`src/core/ssd_pkg.sv`:
```
// constants and types shared by the serial status, data and checksum block
package ssd_pkg;
	localparam int APB_AW = 8;
	localparam int APB_DW = 32;
	localparam int REG_W = 16;
	localparam int FIFO_DEPTH = 8;

	// register byte offsets
	localparam logic [7:0] OFF_STATUS = 8'h08;
	localparam logic [7:0] OFF_DATA = 8'h0c;
	localparam logic [7:0] OFF_POLY = 8'h10;
	localparam logic [7:0] OFF_RX_CHECKSUM_ACCUMULATOR = 8'h14;
	localparam logic [7:0] OFF_TX_CHECKSUM_ACCUMULATOR = 8'h18;
	localparam logic [7:0] OFF_CTRL = 8'h24;

	// reset values
	localparam logic [15:0] RST_STATUS = 16'h0002;
	localparam logic [15:0] RST_DATA = 16'h0000;
	localparam logic [15:0] RST_POLY = 16'h0007;
	localparam logic [15:0] RST_CRC = 16'h0000;

	// status bit positions
	localparam int ST_RXNE = 0;
	localparam int ST_TXE = 1;
	localparam int ST_SIDE = 2;
	localparam int ST_UDR = 3;
	localparam int ST_CRCE = 4;
	localparam int ST_MODF = 5;
	localparam int ST_OVR = 6;
	localparam int ST_BUSY = 7;

	// frame geometry
	localparam int W8_MSB = 7;
	localparam int W16_MSB = 15;
	localparam logic [4:0] LAST_BIT8 = 5'h07;
	localparam logic [4:0] LAST_BIT16 = 5'h0f;
	localparam logic [4:0] BIT_ZERO = 5'h00;
	localparam logic [4:0] BIT_ONE = 5'h01;

	// synchronised pin indices
	localparam int PIN_SCK = 0;
	localparam int PIN_MOSI = 1;
	localparam int PIN_NSS = 2;
	localparam int PIN_WS = 3;
	localparam int PIN_N = 4;

	// control register, bit 0 at the bottom
	typedef struct packed {
		logic pcm_mode;
		logic audio_mode;
		logic rx_dma_request_enable;
		logic send_checksum_next;
		logic checksum_enable;
		logic frame_width_select;
		logic enable;
	} ssd_ctrl_t;
	localparam int CTRL_W = 7;
	localparam logic [6:0] RST_CTRL = 7'h00;

	typedef struct packed {
		logic rx_not_empty_flag;
		logic underrun_flag;
		logic checksum_mismatch_flag;
		logic mode_fault_flag;
		logic overrun_flag;
	} ssd_flags_t;

	typedef enum logic [0:0] {
		SH_IDLE = 1'b0,
		SH_SHIFT = 1'b1
	} ssd_state_t;
endpackage

```
`src/core/ssd_top.sv`:
```
// serial status, data port and checksum block with its transmit fifo
//
// Operation
// - status bit 0: receive buffer not empty
// - status bit 1: transmit empty, resets 0x0002
// - status bit 2: audio channel side
// - status bit 3: audio underrun, write 0 clears
// - status bit 4: spi checksum mismatch, write 0
// - status bit 5: spi mode fault, write 0
// - status bit 6: receive overrun, write 0 clears
// - status bit 7: busy while transferring
// - data write loads tx, read returns rx
// - 8-bit frames use only low byte
// - polynomial register, resets to 0x0007
// - receive checksum, crc8 or crc16 by width
// - transmit checksum, crc8 or crc16 by width
// - checksum enable set clears both accumulators
// - rx dma request when not-empty flag set
// - send-checksum-next sends accumulator as next frame
// - width select: 0 8-bit, changes only disabled
//
// Local design decision: the APB interface to the registers.
`timescale 1ns/1ns

module ssd_fifo #(
	parameter int WIDTH = 16,
	parameter int DEPTH = 8
) (
	input wire logic clk_i,
	input wire logic nrst_i,
	input wire logic [WIDTH-1:0] in_data_i,
	input wire logic in_valid_i,
	output logic in_ready_o,
	output logic [WIDTH-1:0] out_data_o,
	output logic out_valid_o,
	input wire logic out_ready_i
);
	localparam int AW = $clog2(DEPTH);
	localparam logic [AW:0] FULL = (AW+1)'(DEPTH);
	logic [WIDTH-1:0] mem [DEPTH];
	logic [AW-1:0] wr_ptr;
	logic [AW-1:0] rd_ptr;
	logic [AW:0] count;
	logic push;
	logic pop;

	assign in_ready_o = count != FULL;
	assign out_valid_o = count != '0;
	assign out_data_o = mem[rd_ptr];
	assign push = in_valid_i & in_ready_o;
	assign pop = out_valid_o & out_ready_i;

	always_ff @(posedge clk_i or negedge nrst_i) begin
		if (!nrst_i) begin
			wr_ptr <= '0;
			rd_ptr <= '0;
			count <= '0;
		end else begin
			if (push)
				wr_ptr <= wr_ptr + 1'b1;
			if (pop)
				rd_ptr <= rd_ptr + 1'b1;
			if (push && !pop)
				count <= count + 1'b1;
			else if (pop && !push)
				count <= count - 1'b1;
		end
	end

	// storage has no reset; empty entries are never presented as valid
	always_ff @(posedge clk_i) begin
		if (push)
			mem[wr_ptr] <= in_data_i;
	end
endmodule

module ssd_top (
	input wire logic clk_i,
	input wire logic nrst_i,
	input wire logic [7:0] paddr_i,
	input wire logic psel_i,
	input wire logic penable_i,
	input wire logic pwrite_i,
	input wire logic [31:0] pwdata_i,
	output logic [31:0] prdata_o,
	output logic pready_o,
	output logic pslverr_o,
	input wire logic sck_i,
	input wire logic mosi_i,
	input wire logic nss_n_i,
	input wire logic ws_i,
	input wire logic mode_fault_i,
	output logic miso_o,
	output logic miso_oe_o,
	output logic rx_dma_req_o
);
	ssd_pkg::ssd_ctrl_t ctrl;
	ssd_pkg::ssd_flags_t flags;
	ssd_pkg::ssd_state_t state;
	logic [15:0] poly;
	logic [15:0] rx_data;
	logic [15:0] rx_crc;
	logic [15:0] tx_crc;
	logic [15:0] rx_crc_snap;
	logic [15:0] tx_sh;
	logic [15:0] rx_sh;
	logic [4:0] bit_cnt;
	logic crc_phase;
	logic [15:0] status;
	logic [15:0] next_read;
	logic access;
	logic wr_fire;
	logic rd_fire;
	logic data_wr_req;
	logic mapped;
	logic fifo_in_ready;
	logic fifo_valid;
	logic [15:0] fifo_data;
	logic fifo_pop;
	logic [ssd_pkg::PIN_N-1:0] pin_raw;
	logic [ssd_pkg::PIN_N-1:0] sync1;
	logic [ssd_pkg::PIN_N-1:0] sync2;
	logic [ssd_pkg::PIN_N-1:0] sync3;
	logic [ssd_pkg::PIN_N-1:0] settled;
	logic [ssd_pkg::PIN_N-1:0] settled_d;
	logic sck_rise;
	logic sck_fall;
	logic nss_act;
	logic load;
	logic sample;
	logic last_bit;
	logic frame_end;
	logic in_bit;
	logic out_bit;
	logic [15:0] rx_word;
	logic store_ok;
	logic overrun_ev;
	logic underrun_ev;
	logic crc_err_ev;
	logic modf_ev;
	logic crc_clear;
	logic flag_clr_wr;
	logic wide;

	function automatic logic [15:0] crc_step(input logic [15:0] crc, input logic [15:0] p,
		input logic b, input logic w16);
		logic fb;
		logic [15:0] nx;
		fb = b ^ (w16 ? crc[ssd_pkg::W16_MSB] : crc[ssd_pkg::W8_MSB]);
		nx = {crc[14:0], 1'b0} ^ (fb ? p : 16'h0000);
		crc_step = w16 ? nx : {8'h00, nx[7:0]};
	endfunction

	// apb slave: reads are captured in the setup cycle, so no wait states except a full fifo
	assign access = psel_i & penable_i;
	assign data_wr_req = access & pwrite_i & (paddr_i == ssd_pkg::OFF_DATA);
	assign pready_o = !(data_wr_req && !fifo_in_ready);
	assign mapped = paddr_i == ssd_pkg::OFF_STATUS || paddr_i == ssd_pkg::OFF_DATA ||
		paddr_i == ssd_pkg::OFF_POLY || paddr_i == ssd_pkg::OFF_RX_CHECKSUM_ACCUMULATOR ||
		paddr_i == ssd_pkg::OFF_TX_CHECKSUM_ACCUMULATOR || paddr_i == ssd_pkg::OFF_CTRL;
	assign pslverr_o = access & !mapped;
	assign wr_fire = access & pwrite_i & pready_o;
	assign rd_fire = access & !pwrite_i;
	assign wide = ctrl.frame_width_select;

	always_comb begin
		status = 16'h0000;
		status[ssd_pkg::ST_RXNE] = flags.rx_not_empty_flag;
		status[ssd_pkg::ST_TXE] = !fifo_valid;
		status[ssd_pkg::ST_SIDE] = ctrl.audio_mode & !ctrl.pcm_mode & settled[ssd_pkg::PIN_WS];
		status[ssd_pkg::ST_UDR] = flags.underrun_flag;
		status[ssd_pkg::ST_CRCE] = flags.checksum_mismatch_flag;
		status[ssd_pkg::ST_MODF] = flags.mode_fault_flag;
		status[ssd_pkg::ST_OVR] = flags.overrun_flag;
		status[ssd_pkg::ST_BUSY] = state == ssd_pkg::SH_SHIFT;
	end

	always_comb begin
		unique case (paddr_i)
			ssd_pkg::OFF_STATUS: next_read = status;
			ssd_pkg::OFF_DATA: next_read = rx_data;
			ssd_pkg::OFF_POLY: next_read = poly;
			ssd_pkg::OFF_RX_CHECKSUM_ACCUMULATOR: next_read = rx_crc;
			ssd_pkg::OFF_TX_CHECKSUM_ACCUMULATOR: next_read = tx_crc;
			ssd_pkg::OFF_CTRL: next_read = {9'h000, ctrl};
			default: next_read = 16'h0000;
		endcase
	end

	always_ff @(posedge clk_i or negedge nrst_i) begin
		if (!nrst_i)
			prdata_o <= 32'h00000000;
		else if (psel_i && !penable_i && !pwrite_i)
			prdata_o <= {16'h0000, next_read};
	end

	always_ff @(posedge clk_i or negedge nrst_i) begin
		if (!nrst_i) begin
			poly <= ssd_pkg::RST_POLY;
		end else if (wr_fire && paddr_i == ssd_pkg::OFF_POLY) begin
			poly <= pwdata_i[15:0];
		end
	end

	// width and checksum enable are frozen while the engine is enabled
	always_ff @(posedge clk_i or negedge nrst_i) begin
		if (!nrst_i) begin
			ctrl <= ssd_pkg::RST_CTRL;
		end else if (wr_fire && paddr_i == ssd_pkg::OFF_CTRL) begin
			ctrl.enable <= pwdata_i[0];
			ctrl.send_checksum_next <= pwdata_i[3];
			ctrl.rx_dma_request_enable <= pwdata_i[4];
			ctrl.audio_mode <= pwdata_i[5];
			ctrl.pcm_mode <= pwdata_i[6];
			if (!ctrl.enable) begin
				ctrl.frame_width_select <= pwdata_i[1];
				ctrl.checksum_enable <= pwdata_i[2];
			end
		end else if (load && ctrl.send_checksum_next) begin
			ctrl.send_checksum_next <= 1'b0;
		end
	end

	assign crc_clear = wr_fire && paddr_i == ssd_pkg::OFF_CTRL && !ctrl.enable &&
		pwdata_i[2] && !ctrl.checksum_enable;

	ssd_fifo #(
		.WIDTH(ssd_pkg::REG_W),
		.DEPTH(ssd_pkg::FIFO_DEPTH)
	) tx_fifo (
		.clk_i(clk_i),
		.nrst_i(nrst_i),
		.in_data_i(pwdata_i[15:0]),
		.in_valid_i(data_wr_req),
		.in_ready_o(fifo_in_ready),
		.out_data_o(fifo_data),
		.out_valid_o(fifo_valid),
		.out_ready_i(fifo_pop)
	);

	// pins: three flops, a level counts once the second and third agree
	assign pin_raw = {ws_i, !nss_n_i, mosi_i, sck_i};
	genvar gi;
	generate
		for (gi = 0; gi < ssd_pkg::PIN_N; gi++) begin : g_sync
			always_ff @(posedge clk_i or negedge nrst_i) begin
				if (!nrst_i) begin
					sync1[gi] <= 1'b0;
					sync2[gi] <= 1'b0;
					sync3[gi] <= 1'b0;
					settled[gi] <= 1'b0;
					settled_d[gi] <= 1'b0;
				end else begin
					sync1[gi] <= pin_raw[gi];
					sync2[gi] <= sync1[gi];
					sync3[gi] <= sync2[gi];
					if (sync2[gi] == sync3[gi])
						settled[gi] <= sync3[gi];
					settled_d[gi] <= settled[gi];
				end
			end
		end
	endgenerate

	assign sck_rise = settled[ssd_pkg::PIN_SCK] & !settled_d[ssd_pkg::PIN_SCK];
	assign sck_fall = !settled[ssd_pkg::PIN_SCK] & settled_d[ssd_pkg::PIN_SCK];
	assign nss_act = settled[ssd_pkg::PIN_NSS];
	assign in_bit = settled[ssd_pkg::PIN_MOSI];
	assign load = state == ssd_pkg::SH_IDLE && nss_act && ctrl.enable;
	assign fifo_pop = load && !ctrl.send_checksum_next && fifo_valid;
	assign sample = state == ssd_pkg::SH_SHIFT && nss_act && sck_rise;
	assign last_bit = bit_cnt == (wide ? ssd_pkg::LAST_BIT16 : ssd_pkg::LAST_BIT8);
	assign frame_end = sample && last_bit;
	assign out_bit = wide ? tx_sh[ssd_pkg::W16_MSB] : tx_sh[ssd_pkg::W8_MSB];
	assign rx_word = wide ? {rx_sh[14:0], in_bit} : {8'h00, rx_sh[6:0], in_bit};
	assign store_ok = frame_end && !flags.rx_not_empty_flag;
	assign overrun_ev = frame_end && flags.rx_not_empty_flag;
	assign underrun_ev = load && ctrl.audio_mode && !ctrl.send_checksum_next && !fifo_valid;
	assign crc_err_ev = frame_end && crc_phase && !ctrl.audio_mode && rx_word != rx_crc_snap;
	assign modf_ev = mode_fault_i && !ctrl.audio_mode;
	assign flag_clr_wr = wr_fire && paddr_i == ssd_pkg::OFF_STATUS;

	assign miso_o = out_bit;
	assign miso_oe_o = state == ssd_pkg::SH_SHIFT && nss_act;
	assign rx_dma_req_o = ctrl.rx_dma_request_enable & flags.rx_not_empty_flag;

	always_ff @(posedge clk_i or negedge nrst_i) begin
		if (!nrst_i) begin
			state <= ssd_pkg::SH_IDLE;
			bit_cnt <= ssd_pkg::BIT_ZERO;
			crc_phase <= 1'b0;
			tx_sh <= ssd_pkg::RST_DATA;
			rx_sh <= ssd_pkg::RST_DATA;
			rx_crc_snap <= ssd_pkg::RST_CRC;
		end else begin
			unique case (state)
				ssd_pkg::SH_IDLE: begin
					if (load) begin
						state <= ssd_pkg::SH_SHIFT;
						bit_cnt <= ssd_pkg::BIT_ZERO;
						crc_phase <= ctrl.send_checksum_next;
						rx_crc_snap <= rx_crc;
						if (ctrl.send_checksum_next)
							tx_sh <= tx_crc;
						else if (fifo_valid)
							tx_sh <= wide ? fifo_data : {8'h00, fifo_data[7:0]};
						else
							tx_sh <= ssd_pkg::RST_DATA;
					end
				end
				ssd_pkg::SH_SHIFT: begin
					if (!nss_act || frame_end) begin
						state <= ssd_pkg::SH_IDLE;
					end else if (sample) begin
						rx_sh <= {rx_sh[14:0], in_bit};
						bit_cnt <= bit_cnt + ssd_pkg::BIT_ONE;
					end else if (sck_fall && bit_cnt != ssd_pkg::BIT_ZERO) begin
						// no shift on the trailing edge after a reload: the new msb is already out
						tx_sh <= {tx_sh[14:0], 1'b0};
					end
				end
			endcase
		end
	end

	always_ff @(posedge clk_i or negedge nrst_i) begin
		if (!nrst_i) begin
			rx_crc <= ssd_pkg::RST_CRC;
			tx_crc <= ssd_pkg::RST_CRC;
		end else if (crc_clear) begin
			rx_crc <= ssd_pkg::RST_CRC;
			tx_crc <= ssd_pkg::RST_CRC;
		end else if (sample && ctrl.checksum_enable) begin
			rx_crc <= crc_step(rx_crc, poly, in_bit, wide);
			if (!crc_phase)
				tx_crc <= crc_step(tx_crc, poly, out_bit, wide);
		end
	end

	// receive buffer: an overrun keeps the older word
	always_ff @(posedge clk_i or negedge nrst_i) begin
		if (!nrst_i)
			rx_data <= ssd_pkg::RST_DATA;
		else if (store_ok)
			rx_data <= rx_word;
	end

	// hardware set wins over a software clear in the same cycle
	always_ff @(posedge clk_i or negedge nrst_i) begin
		if (!nrst_i) begin
			flags <= '0;
		end else begin
			if (store_ok)
				flags.rx_not_empty_flag <= 1'b1;
			else if (rd_fire && paddr_i == ssd_pkg::OFF_DATA)
				flags.rx_not_empty_flag <= 1'b0;
			if (underrun_ev)
				flags.underrun_flag <= 1'b1;
			else if (flag_clr_wr && !pwdata_i[ssd_pkg::ST_UDR])
				flags.underrun_flag <= 1'b0;
			if (crc_err_ev)
				flags.checksum_mismatch_flag <= 1'b1;
			else if (flag_clr_wr && !pwdata_i[ssd_pkg::ST_CRCE])
				flags.checksum_mismatch_flag <= 1'b0;
			if (modf_ev)
				flags.mode_fault_flag <= 1'b1;
			else if (flag_clr_wr && !pwdata_i[ssd_pkg::ST_MODF])
				flags.mode_fault_flag <= 1'b0;
			if (overrun_ev)
				flags.overrun_flag <= 1'b1;
			else if (flag_clr_wr && !pwdata_i[ssd_pkg::ST_OVR])
				flags.overrun_flag <= 1'b0;
		end
	end
endmodule

```
`config.mk`:
```
export PLATFORM = sky130hd
export DESIGN_NAME = ssd_top
export DESIGN_NICKNAME = d
export VERILOG_FILES = /design/src/core/ssd_pkg.sv /design/src/core/ssd_top.sv
export SDC_FILE = /design/constraint.sdc
export NUM_CORES = 1
export LEC_CHECK = 0
export BUFFER_PORTS_ARGS = -buffer_cell sky130_fd_sc_hd__buf_2
export CAP_MARGIN = 0
export CORE_UTILIZATION = 41
export DETAILED_ROUTE_END_ITERATION = 10
export PLACE_DENSITY = 0.69
export SYNTH_ARGS = -nofsm -noshare
export SYNTH_HDL_FRONTEND = slang
export SYNTH_SLANG_ARGS = --single-unit
```
`constraint.sdc`:
```
create_clock -name clk_i -period 2.4 [get_ports clk_i]
set_input_delay 0.36 -clock clk_i [delete_from_list [all_inputs] [get_ports clk_i]]
set_output_delay 0.36 -clock clk_i [all_outputs]
set_load 0.01 [all_outputs]
```
# Word-level counts from Yosys, hierarchy flattened
# Memory sizes are Yosys's and may differ from the RTL's.
# Index checks and enable logic that the tools add are counted.
# op_classes
addsub	5
mul	0
div	0
n_lt_le_gt_ge	0
n_eq_ne	19
shift	0
mux	46
n_bitwise	20
reduce_logical	79
# ops
cell	count
$mux 16	17
$pmux 16 s6	1
$logic_and 1x1->1	35
$pmux 16 s2	1
$xor 16x16->16	2
$eq 8x5->1 const B	3
$logic_not 1->1	22
$mux 1	19
$eq 8x4->1 const B	2
$ne 16x16->1	1
$reduce_bool 2->1	8
$mux 5	3
$and 1x1->1	13
$mux 4	3
$pmux 5 s2	1
$eq 8x6->1 const B	1
$add 3x1->3 const B	2
$logic_or 1x1->1	6
$ne 2x1->1 const B	3
$ne 2x2->1 const B	3
$reduce_and 2->1	3
$reduce_and 3->1	2
$add 5x1->5 const B	1
$eq 5x4->1	1
10 further kinds	16
# word_totals
regBits	173
latch_bits	0
ramBits	128
mem_bits_ro	0
in_bits	50
out_inout_bits	37
wordCells	213
mem_count	1
# memory_table
name	words	word_bits	read_ports	rd_ports_with_merged_regs	write_ports	line	rtl
tx_fifo.mem	8	16	1	0	1	ssd_top.sv:40	logic [WIDTH-1:0] mem [DEPTH];

# Depth between registers and ports, before layout
# Gate-level depths: netlist of run 1.
# depth
word_depth	12
depth_mapped	13
ltp_nobuf	12

# Hierarchy
# From an unflattened synthesis of run 1, not the netlist that was laid out.
# hier_totals
hier_cells	1053
area_unflattened_um2	13472.9
# modules_own_cells
mod	n_inst	cells_per_inst	area_each_um2	seq_area_each_um2
ssd_top	1	805	7927.6	4082.7
ssd_fifo	1	248	5545.3	4093.9

# Worst setup path after synthesis of run 1
# OpenSTA, ideal clock, no wires.
# synth_path
path_type	input to register
from	input paddr_i[2]
to	memory tx_fifo.mem[0][0], enable pin
setup_time_ns	0.409
arrival_ns	2.397
required_time_ns	1.991
slack_ns	-0.406
path_stages	7
path_buffers	2
path_cell_list	nor2b_1 > buf_2 > and3_1 > and4b_1 > buf_2 > nand2b_1 > nor3_1
# synth_via
elab_chain_cells	5
# synth_lines
element	line	rtl
from (decl)	ssd_top.sv:80	input wire logic [7:0] paddr_i,
$eq 8x4->1	ssd_top.sv:156	assign data_wr_req = access & pwrite_i & (paddr_i == ssd_pkg::OFF_DATA);
$and 1x1->1	ssd_top.sv:156	
$and 1x1->1	ssd_top.sv:50	assign push = in_valid_i & in_ready_o;
net tx_fifo.push	ssd_top.sv:44	logic push;
$mux 1	ssd_top.sv:72	if (push)
$mux 1 (not written as such)	ssd_top.sv:73	mem[wr_ptr] <= in_data_i;
to (decl)	ssd_top.sv:40	
# The timed path passes the listed nets, and every way through them passes these cells.

# Worst setup path in the final report of run 1
# layout_path
from	register tx_fifo.count[0]
to	register tx_fifo.count[3]
# layout_via
elab_chain_cells	6
elab_cells_between_ends	14
cone_classes	add/sub: 2; eq/ne: 1; mux: 2; bitwise: 2; reduce/logical: 7
# layout_lines
element	line	rtl
from (decl)	ssd_top.sv:43	logic [AW:0] count;
from (signal assigned)	ssd_top.sv:64	count <= count + 1'b1;
from (signal assigned)	ssd_top.sv:66	count <= count - 1'b1;
parallel branches: the longest is 6 deep, another holds $sub 4x1->4	-	
# Several ways; the timed one is not identified. The select of a mux whose other input is x is not followed.
# A chain may end at the register's enable or synchronous reset.

==> metrics.csv, run 1 <==
stage,metric,value,unit
logic_synthesis,synth_mux_area_share,11.4,%
setup_path,r2r_slack,0.11,ns
logic_synthesis,synth_cells,1044,
route,antenna_left,0,
setup_path,cp_max_fo,3,
route,drtPass1Iterations,5,
layout,seqCellArea,8180,sq um
setup_path,endpoint_kind,flop,
route,wl_met2,14.5,mm
setup_path,crit_end,tx_fifo.count[3],
die,die-area,33500,sq um
clock_network,clock-sinks,301,
power_and_ir_drop,worst_ir_drop_vdd,0.000542,V
timing,hold_viol,0,
status,outcome,completed,
global_routing,grt_pass1_vias,8566,
layout,antenna-diode-count,0,
setup_path,required,2.84,ns
logic_synthesis,async_reset_ff_share,57.5,%
timing,worst_pin_slew,1.01,ns
logic_synthesis,synth_xor_area_share,3.71,%
placed_design,dp_hpwl,21.2,mm
logic_synthesis,synth-compound-area-share,10.4,%
route,met3_wirelength,1.46,mm
layout,fin_util,48.8,%
power_and_ir_drop,p_per_area,696,nW/um^2
timing,drv_slew,0,
layout,fin_nets,1197,
global_routing,antenna_found_initial,0,
layout,area_growth_syn_to_layout,15.8,%
die,die_height,183,um
route,drt-initial-drc-count,742,
setup_path,timing.rr.start,tx_fifo.count[0],
logic_synthesis,avgSynthCellArea,12.9,sq um
timing,rsz0062_at_grt,false,
clock_network,clock-root-buffer,clkbuf_16,
logic_synthesis,synth-simple-area-share,8.97,%
global_routing,grtUsageTotal,18.6,%
layout,multi_input_area,4910,sq um
global_routing,grt_pass1_wl,48.6,mm
timing,relSlewSlack,32.6,%
route,top_layer,met4,
placed_design,routabilityCongestion,0.837,
setup_path,cp.arrival,2.73,ns
timing,fmax,436,MHz
clock_network,htree_levels,1,
route,drc,0,
setup_path,ff2ff_path_depth,11,
clock_network,cts_tree,built,
logic_synthesis,synth_top_family_by_area,multiplexers,
logic_synthesis,ys.flop_type,dfrtp_1,
die,die_w,183,um
clock_network,cts_buffers,31,
die,io_pins,87,
global_routing,grt_max_degree,59,
setup_path,crit_type,flop to flop,
logic_synthesis,ys_seq_area_share,60.9,%
layout,drive_above_1_share,20.6,%
layout,fillers,2792,
global_routing,grt-ovfl-total,0,
timing,setup_viol,0,
setup_path,crit_path_start_kind,flop,
flow_run,maxCapViolations,0,
clock_network,clockBufferDepth,3,
timing,finClkSkew,0.0115,ns
route,routed_wl,30.7,mm
route,vias,8699,
logic_synthesis,syn_area,13400,sq um
die,row_count,65,
logic_synthesis,yosysWarningCount,0,
route,met1_length,14.0,mm
route,avgViaCountPerCell,5.44,
route,wl_per_cell,19.2,um
worst_hold_path,hp-class,input port to flop,
timing,fin_crit,2.29,ns
clock_network,cts.reportedPaths.clkPinSlew,0.06,ns
clock_network,insertion_delay,0.56,ns
die,initial_core_util,42.1,%
die,coreArea,31900,sq um
timing,finalSetupTns,0,ns
setup_path,r2r_end,tx_fifo.count[3],
logic_synthesis,synth-seq-cells,301,
power_and_ir_drop,p_leak,0.00604,uW
logic_synthesis,synthAdderAreaFrac,1.10,%
placed_design,io_buffer_count,54,
logic_synthesis,synth_edf_count,128,
timing,post-route-period-util,95.5,%
logic_synthesis,synth_cell_types,66,
setup_path,crit_start,tx_fifo.count[0],
## report_power, final
part | switching (uW) | internal, uW | leakage (uW)
combinational | 419 | 296 | 0.00229
clock | 1920 | 2550 | 0.000462
sequential | 126 | 5520 | 0.00329
total | 2460 | 8360 | 0.00604
## cells by family after synthesis
| family | after synthesis |
|---|---|
| flip-flops | 301 |
| other | 1 |
| AND/OR/NAND/NOR | 248 |
| adder cells (fa/ha/maj) | 12 |
| AO/OA/AOI/OAI | 188 |
| multiplexers | 146 |
| XOR/XNOR | 56 |
| buffers and inverters | 92 |
## repair_timing
| item | 4_1_cts | 5_1_grt |
|---|---|---|
| buffers inserted | 0 | 1 |
| hold buffers | 5 | 0 |
| setup endpoints to repair | 0 | 1 |
| resized for setup | 0 | 6 |
| endpoints found under the hold margin | 55 | 0 |
## layout by cell type (no fill, tap or decap), drive strengths merged, types with 8 or more instances in the layout
master,netlist,routed
inv,20,22
buf,49,114
a22oi,42,42
o2bb2ai,23,23
nand2,121,121
clkbuf,23,47
a22o,10,10
dfrtp,170,170
xnor2,24,24
a32o,18,18
mux2,55,55
nor2b,10,10
nand3,16,16
o21ai,50,50
a211oi,14,14
clkinv,0,8
conb,1,16
mux2i,91,91
nor2,47,47
edfxtp,128,128
xor2,32,32
## routing by layer
layer	GRT usage (%)	up-vias
li1	-	4004
met1	26.3	4393
met2	29.6	246
met3	2.88	56
met4	5.33	0
met5	0	-
## Yosys cell counts, types with 2 or more instances
master     instances  area (sq um)
buf_6              2          22.5
maj3_1             4          40.0
xnor2_1           23           201
buf_1              6          22.5
nand3_1           16          80.1
buf_4             22           165
xor2_1            32           280
a222oi_1           5          50.1
o21ai_0           49           245
edfxtp_1         128          3840
nor2b_1           10          62.6
a22o_1            10          87.6
and3_1             3          18.8
nor4_1             2          12.5
and4b_1            3          30.0
a211oi_1          14           105
mux2i_1           90           901
nor4b_1            2          17.5
a21oi_1            6          30.0
ha_1               7          87.6
a31o_2             2          17.5
o2bb2ai_1         23           201
or3_1              2          12.5
nand4_1            5          31.3
buf_2             19          95.1
clkbuf_1          23          86.3
nand4b_1           2          17.5
nor2_2             2          12.5
nor2_1            45           169
and2_1             6          37.5
a21o_1             2          15.0
nor4bb_1           4          40.0
a221o_1            7          70.1
nor3_1             6          30.0
mux2_2            55           619
dfrtp_1          170          4250
inv_1             20          75.1
dfstp_2            3          78.8
nand2_1          120           450
nand3b_1           6          45.0
nand2b_1           5          31.3
a32o_1            18           180
a22oi_1           42           315
## layout make-up
cell class              count  area share (%)
repair buffers            119            5.80
well taps                 435            3.50
multi-input cells         666            31.6
flip-flops and latches    301            52.6
clock buffers              47            5.73
clock inverters            10           0.330
inverters                  20           0.483
## sequential cells by signal, indices dropped and copies added, names as in the netlist, 5 cells and up
register     flops
rx_crc_snap     16
tx_fifo.mem    128
rx_data         16
rx_crc          16
prdata_o        16
bit_cnt          5
ctrl             6
rx_sh           15
tx_crc          16
poly            16
flags            5
tx_sh           16
## through the flow
stage / total power (uW) / instances / hold WS, ns / area (sq um) / setup WS, ns
3_5_place_dp: 6440 / 1535 / 0.337 / 14500 / -0.0455
6_report: 10800 / 1598 / 0.0718 / 15600 / 0.109
2_1_floorplan: 6140 / 1059 / 0.0644 / 13500 / 0.00825
5_1_grt: 11200 / 1598 / 0.0913 / 15600 / 0.0267
3_3_place_gp: 6420 / 1535 / 0.333 / 14500 / 0.0152
4_1_cts: 10900 / 1597 / 0.0540 / 15500 / 0.0410
## critical path, cell delays in order (launching register included)
cell     delay, ns
dfrtp_2       0.44
nor4_4        0.37
nor3_2        0.08
inv_1         0.09
ha_1          0.19
inv_2         0.05
ha_1          0.27
a21o_1        0.19
a21oi_2       0.14
xnor2_1       0.13
nor2_1        0.07
xor2_1        0.14
## how the worst min path moves through the flow
stage | endpoint | from | cells after the start
3_3_place_gp | sync2[3] | sync1[3] | 0
6_report | flags[1] | mode_fault_i | 3
4_1_cts | flags[1] | mode_fault_i | 3
5_1_grt | flags[1] | mode_fault_i | 3
3_5_place_dp | sync2[0] | sync1[0] | 0
2_1_floorplan | bit_cnt[0] | nrst_i | 0
No activity file was read; power rests on OpenSTA's default activity.
==> run 2: changes to the inputs <==
--- a/config.mk
+++ b/config.mk
@@ -5,11 +5,11 @@
 export SDC_FILE = /design/constraint.sdc
 export NUM_CORES = 1
 export LEC_CHECK = 0
-export BUFFER_PORTS_ARGS = -buffer_cell sky130_fd_sc_hd__buf_2
 export CAP_MARGIN = 0
 export CORE_UTILIZATION = 41
 export DETAILED_ROUTE_END_ITERATION = 10
-export PLACE_DENSITY = 0.69
+export DONT_BUFFER_PORTS = 1
+export PLACE_DENSITY = 0.66
 export SYNTH_ARGS = -nofsm -noshare
 export SYNTH_HDL_FRONTEND = slang
 export SYNTH_SLANG_ARGS = --single-unit
==> run 2 against run 1 <==
Against the previous run:
- the run now ends with hold timing left
- utilization is 0.63 points lower
- sequential cell count stayed put
- via count is 3.1% lower
- clock skew hardly changed
- critical path depth is 9 lower
- die area stayed put
- maximum frequency hardly changed
- critical endpoint is now miso_o
- highest routed layer unchanged
==> metrics.csv, run 2 (synthesis gave the netlist of run 1 again) <==
stage,metric,value,unit,change
die,die-area,33500,sq um,unchanged
global_routing,grt_pass1_vias,8461,,was 8566
layout,drive_above_1_share,16.7,%,was 20.6%
timing,finalSetupTns,0,ns,unchanged
placed_design,routabilityCongestion,0.797,,was 0.837
timing,hold_viol,173,,was 0
timing,drv_slew,0,,unchanged
power_and_ir_drop,p_per_area,716,nW/um^2,was 696 nW/um^2
clock_network,cts_buffers,31,,unchanged
die,die_height,183,um,unchanged
layout,largest_register_ff_count,128,,unchanged
setup_path,crit_type,flop to primary output,,was flop to flop
route,drtPass1Iterations,6,,was 5
timing,hold_slack,-0.503,ns,was 0.0718 ns
clock_network,cts_hold_buf,21,,was 5
die,coreArea,31900,sq um,unchanged
clock_network,cts.reportedPaths.clkPinSlew,0.06,ns,about the same
route,vias,8430,,was 8699
die,row_count,65,,unchanged
global_routing,antenna_found_initial,0,,unchanged
route,drt-initial-drc-count,751,,was 742
layout,regMostFlops,tx_fifo.mem,,unchanged
layout,fillers,2805,,was 2792
layout,layout_common_cells,"dfrtp_1 (166), edfxtp_1 (128), nand2_1 (119), mux2i_1 (90), mux2_2 (55)",,"was dfrtp_1 (167), edfxtp_1 (128), nand2_1 (119), mux2i_1 (90), mux2_2 (55)"
timing,rsz0062_at_grt,true,,was false
timing,finClkSkew,0.0116,ns,was 0.0115 ns
timing,fmax,436,MHz,about the same
layout,area_growth_syn_to_layout,14.3,%,was 15.8%
timing,post-route-period-util,95.5,%,about the same
layout,antenna-diode-count,0,,unchanged
layout,fin_area,15400,sq um,was 15600 sq um
route,wl_per_cell,19.8,um,was 19.2 um
route,avgViaCountPerCell,5.43,,was 5.44
clock_network,clock-root-buffer,clkbuf_16,,unchanged
setup_path,critical_path.max_stage_delay,0.72,ns,was 0.44 ns
layout,fin_nets,1150,,was 1197
setup_path,required,2.04,ns,was 2.84 ns
timing,relSlewSlack,57.0,%,was 32.6%
route,antenna_left,0,,unchanged
timing,setup_viol,0,,unchanged
clock_network,insertion_delay,0.57,ns,was 0.56 ns
setup_path,endpoint_kind,primary output,,was flop
setup_path,crit_slowest_cell,dfrtp_1,,was dfrtp_2
setup_path,cp.arrival,1.93,ns,was 2.73 ns
timing,fin_crit,2.29,ns,about the same
timing,worst_pin_slew,0.643,ns,was 1.01 ns
global_routing,grt-ovfl-total,0,,unchanged
clock_network,clock-sinks,301,,unchanged
global_routing,grt_max_degree,174,,was 59
clock_network,htree_levels,1,,unchanged
setup_path,cp_max_fo,13,,was 3
layout,mostFrequentLayoutCell,dfrtp_1,,unchanged
layout,fin_util,48.2,%,was 48.8%
flow_run,maxCapViolations,0,,unchanged
setup_path,crit_path_start_kind,flop,,unchanged
clock_network,cts_tree,built,,unchanged
setup_path,crit_chain,"buf_4, mux2_2",,"was nor4_4, nor3_2, inv_1, ha_1, inv_2, ha_1, a21o_1, a21oi_2, xnor2_1, nor2_1, xor2_1"
route,drc,0,,unchanged
power_and_ir_drop,worst_ir_drop_vdd,0.000599,V,was 0.000542 V
route,routed_wl,30.7,mm,about the same
die,die_w,183,um,unchanged
placed_design,dp_hpwl,20.7,mm,was 21.2 mm
worst_hold_path,hp-class,input port to asynchronous set/reset pin,,was input port to flop
global_routing,grt_pass1_wl,49.3,mm,was 48.6 mm
global_routing,grtUsageTotal,18.9,%,was 18.6%
layout,seqCellArea,8180,sq um,about the same
status,violations,hold timing,,
die,io_pins,87,,unchanged
layout,multi_input_area,4930,sq um,was 4910 sq um
clock_network,clockBufferDepth,3,,unchanged
placed_design,post_dp_cell_area,14100,sq um,was 14500 sq um
die,initial_core_util,42.1,%,unchanged
power_and_ir_drop,p_leak,0.00583,uW,was 0.00604 uW
status,outcome,"finished, violations left",,was completed
placed_design,io_buffer_count,0,,was 54
run 2: path summary, 6_finish.rpt:
kind / from / end / slack, ns / cells past startpoint
min reg2reg: sync1[1] / sync2[1] / 0.34 / 0
min: nrst_i / bit_cnt[1] / -0.50 / 0
max: wide / miso_o / 0.11 / 2
max in group asynchronous: nrst_i / poly[0] / 2.65 / 0
max reg2reg: tx_fifo.count[1] / tx_fifo.count[3] / 0.11 / 10
min in group clk_i: pwrite_i / flags[4] / 0.05 / 3
run 2: report_power, final:
part	internal [uW]	switching, uW
clock	2740	1990
sequential	5520	134
combinational	278	329
run 2: worst max-delay path, delay by kind of cell (launching register included):
kind     cells  cell delay (ns)
buf+inv      1             0.25
flops        1             0.72
mux          1             0.40
run 2: routing by layer:
metal | vias to the layer above | GRT usage (%) | part of all wire, %
met5 | - | 0 | 0
met4 | 0 | 4.07 | 1.9
met3 | 40 | 2.98 | 4.6
met2 | 228 | 30.9 | 48
met1 | 4249 | 26.7 | 46
li1 | 3913 | - | -
run 2: repair_timing:
item | 4_1_cts | 5_1_grt
gates resized for setup | 0 | 12
setup endpoints to repair | 0 | 10
endpoints found under the hold margin | 332 | 173
buffers inserted | 0 | 1
run 2: final cells by class:
class                      count  share of cell area (%)
sequential                   301                    53.3
clock inverter                17                    1.15
tap                          435                    3.55
inverter                      20                   0.489
timing repair buffer          72                    4.03
multi-input combinational    666                    32.1
clock buffer                  41                    5.36
run 2: metrics by stage:
| step | instances | setup slack (ns) | power [uW] |
|---|---|---|---|
| 2_1_floorplan | 1059 | 0.00825 | 6140 |
| 5_1_grt | 1552 | -0.0912 | 11400 |
| 3_5_place_dp | 1472 | 0.0490 | 6280 |
| 4_1_cts | 1551 | 0.0185 | 11100 |
| 6_report | 1552 | 0.107 | 11000 |
| 3_3_place_gp | 1472 | 0.0915 | 6260 |
==> run 3: changes to the inputs <==
--- a/config.mk
+++ b/config.mk
@@ -6,10 +6,11 @@
 export NUM_CORES = 1
 export LEC_CHECK = 0
 export CAP_MARGIN = 0
-export CORE_UTILIZATION = 41
+export CORE_UTILIZATION = 40
+export CTS_CLUSTER_DIAMETER = 150
 export DETAILED_ROUTE_END_ITERATION = 10
 export DONT_BUFFER_PORTS = 1
-export PLACE_DENSITY = 0.66
+export PLACE_DENSITY = 0.65
 export SYNTH_ARGS = -nofsm -noshare
 export SYNTH_HDL_FRONTEND = slang
 export SYNTH_SLANG_ARGS = --single-unit
==> run 3 against run 2 <==
Against the previous run:
- sequential power about the same
- the flow still finishes with violations (hold timing)
- cell count up 0.64%
- critical endpoint is now tx_fifo.count[3]
- utilization down 1.3 points
- hold slack better by 0.0067 ns
- power about the same
- global-route usage down 0.95 points
- maximum frequency up 0.54%
- clock skew down 0.0034 ns
- critical path type is now flop to flop
==> metrics.csv, run 3 (synthesis gave the netlist of run 1 again) <==
stage,metric,value,unit,change
status,outcome,"finished, violations left",,unchanged
status,violations,hold timing,,unchanged
clock_network,cts_buffers,30,,was 31
timing,relSlewSlack,31.7,%,was 57.0%
timing,fmax,439,MHz,was 436 MHz
global_routing,grtUsageTotal,18.0,%,was 18.9%
power_and_ir_drop,p_per_area,717,nW/um^2,was 716 nW/um^2
route,vias,8336,,was 8430
placed_design,io_buffer_count,0,,unchanged
route,drtPass1Iterations,5,,was 6
timing,worst_pin_slew,1.02,ns,was 0.643 ns
timing,post-route-period-util,95.0,%,was 95.5%
die,initial_core_util,41.0,%,was 42.1%
route,routed_wl,30.1,mm,was 30.7 mm
setup_path,r2r_end,tx_fifo.count[3],,unchanged
clock_network,clock-sinks,301,,unchanged
route,drt-initial-drc-count,764,,was 751
setup_path,crit_slowest_cell,dfrtp_2,,was dfrtp_1
setup_path,cp_num_buf_inv,1,,unchanged
timing,hold_viol,173,,unchanged
route,avgViaCountPerCell,5.34,,was 5.43
placed_design,place_ws,0.0285,ns,was 0.0490 ns
clock_network,clock-root-buffer,clkbuf_16,,unchanged
placed_design,routabilityCongestion,0.815,,was 0.797
setup_path,cp.arrival,2.71,ns,was 1.93 ns
setup_path,r2r_slack,0.12,ns,was 0.11 ns
clock_network,htree_levels,1,,unchanged
clock_network,cts_hold_buf,21,,unchanged
flow_run,maxCapViolations,0,,unchanged
timing,drv_slew,0,,unchanged
setup_path,crit_type,flop to flop,,was flop to primary output
layout,layout_common_cells,"dfrtp_1 (166), edfxtp_1 (128), nand2_1 (119), mux2i_1 (90), mux2_2 (55)",,unchanged
setup_path,path_depth,10,,was 2
clock_network,cts.reportedPaths.clkPinSlew,0.07,ns,was 0.06 ns
timing,setup_viol,0,,unchanged
clock_network,insertion_delay,0.55,ns,was 0.57 ns
route,wl_per_cell,19.3,um,was 19.8 um
setup_path,critical_path.max_stage_delay,0.45,ns,was 0.72 ns
global_routing,antenna_found_initial,2,,was 0
setup_path,required,2.83,ns,was 2.04 ns
layout,fin_util,46.8,%,was 48.2%
setup_path,crit_chain,"nor4b_4, and4b_1, ha_2, inv_2, ha_1, a21o_1, a21oi_2, xnor2_1, nor2_1, xor2_1",,"was buf_4, mux2_2"
layout,instances_no_fill,1562,,was 1552
layout,largest_register_ff_count,128,,unchanged
layout,drive_above_1_share,16.3,%,was 16.7%
global_routing,grt-ovfl-total,0,,unchanged
global_routing,grt_max_degree,174,,unchanged
layout,fin_nets,1153,,was 1150
layout,regMostFlops,tx_fifo.mem,,unchanged
die,coreArea,32800,sq um,was 31900 sq um
layout,mostFrequentLayoutCell,dfrtp_1,,unchanged
global_routing,grt_pass1_wl,47.6,mm,was 49.3 mm
global_routing,grt_pass1_vias,8232,,was 8461
timing,fin_crit,2.28,ns,was 2.29 ns
timing,setup_ws,0.120,ns,was 0.107 ns
die,die_w,185,um,was 183 um
die,die_height,185,um,was 183 um
timing,finClkSkew,0.00817,ns,was 0.0116 ns
placed_design,dpl.cell_count,1481,,was 1472
power_and_ir_drop,p_leak,0.00583,uW,about the same
setup_path,cp_max_fo,3,,was 13
setup_path,endpoint_kind,flop,,was primary output
timing,hold_slack,-0.496,ns,was -0.503 ns
die,die-area,34300,sq um,was 33500 sq um
setup_path,timing.rr.start,tx_fifo.count[0],,was tx_fifo.count[1]
setup_path,ff2ff_path_depth,10,,unchanged
setup_path,crit_path_start_kind,flop,,unchanged
die,io_pins,87,,unchanged
die,row_count,66,,was 65
clock_network,clockBufferDepth,3,,unchanged
setup_path,crit_family,simple AND/OR/NAND/NOR gates,,was flip-flops
route,drc,0,,unchanged
power_and_ir_drop,worst_ir_drop_vdd,0.000556,V,was 0.000599 V
worst_hold_path,hp-class,input port to asynchronous set/reset pin,,unchanged
route,antenna_left,0,,unchanged
clock_network,cts_tree,built,,unchanged
power_and_ir_drop,fin_total_pwr,11000,uW,about the same
placed_design,dp_hpwl,20.8,mm,was 20.7 mm
layout,area_growth_syn_to_layout,14.3,%,about the same
==> run 3: cell types whose count changed in the layout (fill, tap and decap cells not counted), sizes merged <==
cell and change:
clkbuf +4, buf +4, clkinv -7, bufinv +1, diode +1
==> run 3: timing repair <==
item | in CTS | in global routing
hold endpoints to repair | 332 | 173
setup endpoints to repair | 0 | 1
resized for setup | 0 | 7
setup buffers | 0 | 3
==> run 3: metrics by stage <==
step / setup TNS (ns) / cell area [sq um]
finish: 0 / 15400
global route: -0.0153 / 15400
CTS: 0 / 15300
detailed placement: 0 / 14100
global placement: 0 / 14100
floorplan: 0 / 13500
==> run 3: per-layer routing <==
layer  global-route usage, %  share of wire, %  wire length (um)
met2                    28.9                47             14200
met1                    24.8                45             13600
met5                       0                 0                 0
met3                    3.76               5.5              1660
met4                    4.23               2.2               653
==> run 3: final cells by class <==
cell class              instances  area, sq um
diodes                          1         2.50
clock buffers                  45          848
clock inverters                11          154
fillers                      2938        17400
inverters                      20         75.1
multi-input cells             666         4900
flip-flops and latches        301         8180
well taps                     442          553
repair buffers                 76          636
==> run 3: worst max-delay path by stage <==
| stage | from | end | slack, ns |
|---|---|---|---|
| floorplan | paddr_i[2] | tx_fifo.count[3] | 0.008 |
| global placement | tx_fifo.count[2] | tx_fifo.count[3] | 0.06 |
| CTS | tx_fifo.count[2] | tx_fifo.count[3] | 0.02 |
| detailed placement | tx_fifo.count[2] | tx_fifo.count[3] | 0.03 |
| finish | tx_fifo.count[0] | tx_fifo.count[3] | 0.12 |
| global route | tx_fifo.count[0] | tx_fifo.count[3] | -0.02 |
==> run 3: power breakdown <==
group / switching (uW) / leakage, uW / internal, uW
logic: 325 / 0.00206 / 275
registers: 126 / 0.00329 / 5520
clock network: 1900 / 0.000478 / 2860
total: 2350 / 0.00583 / 8650
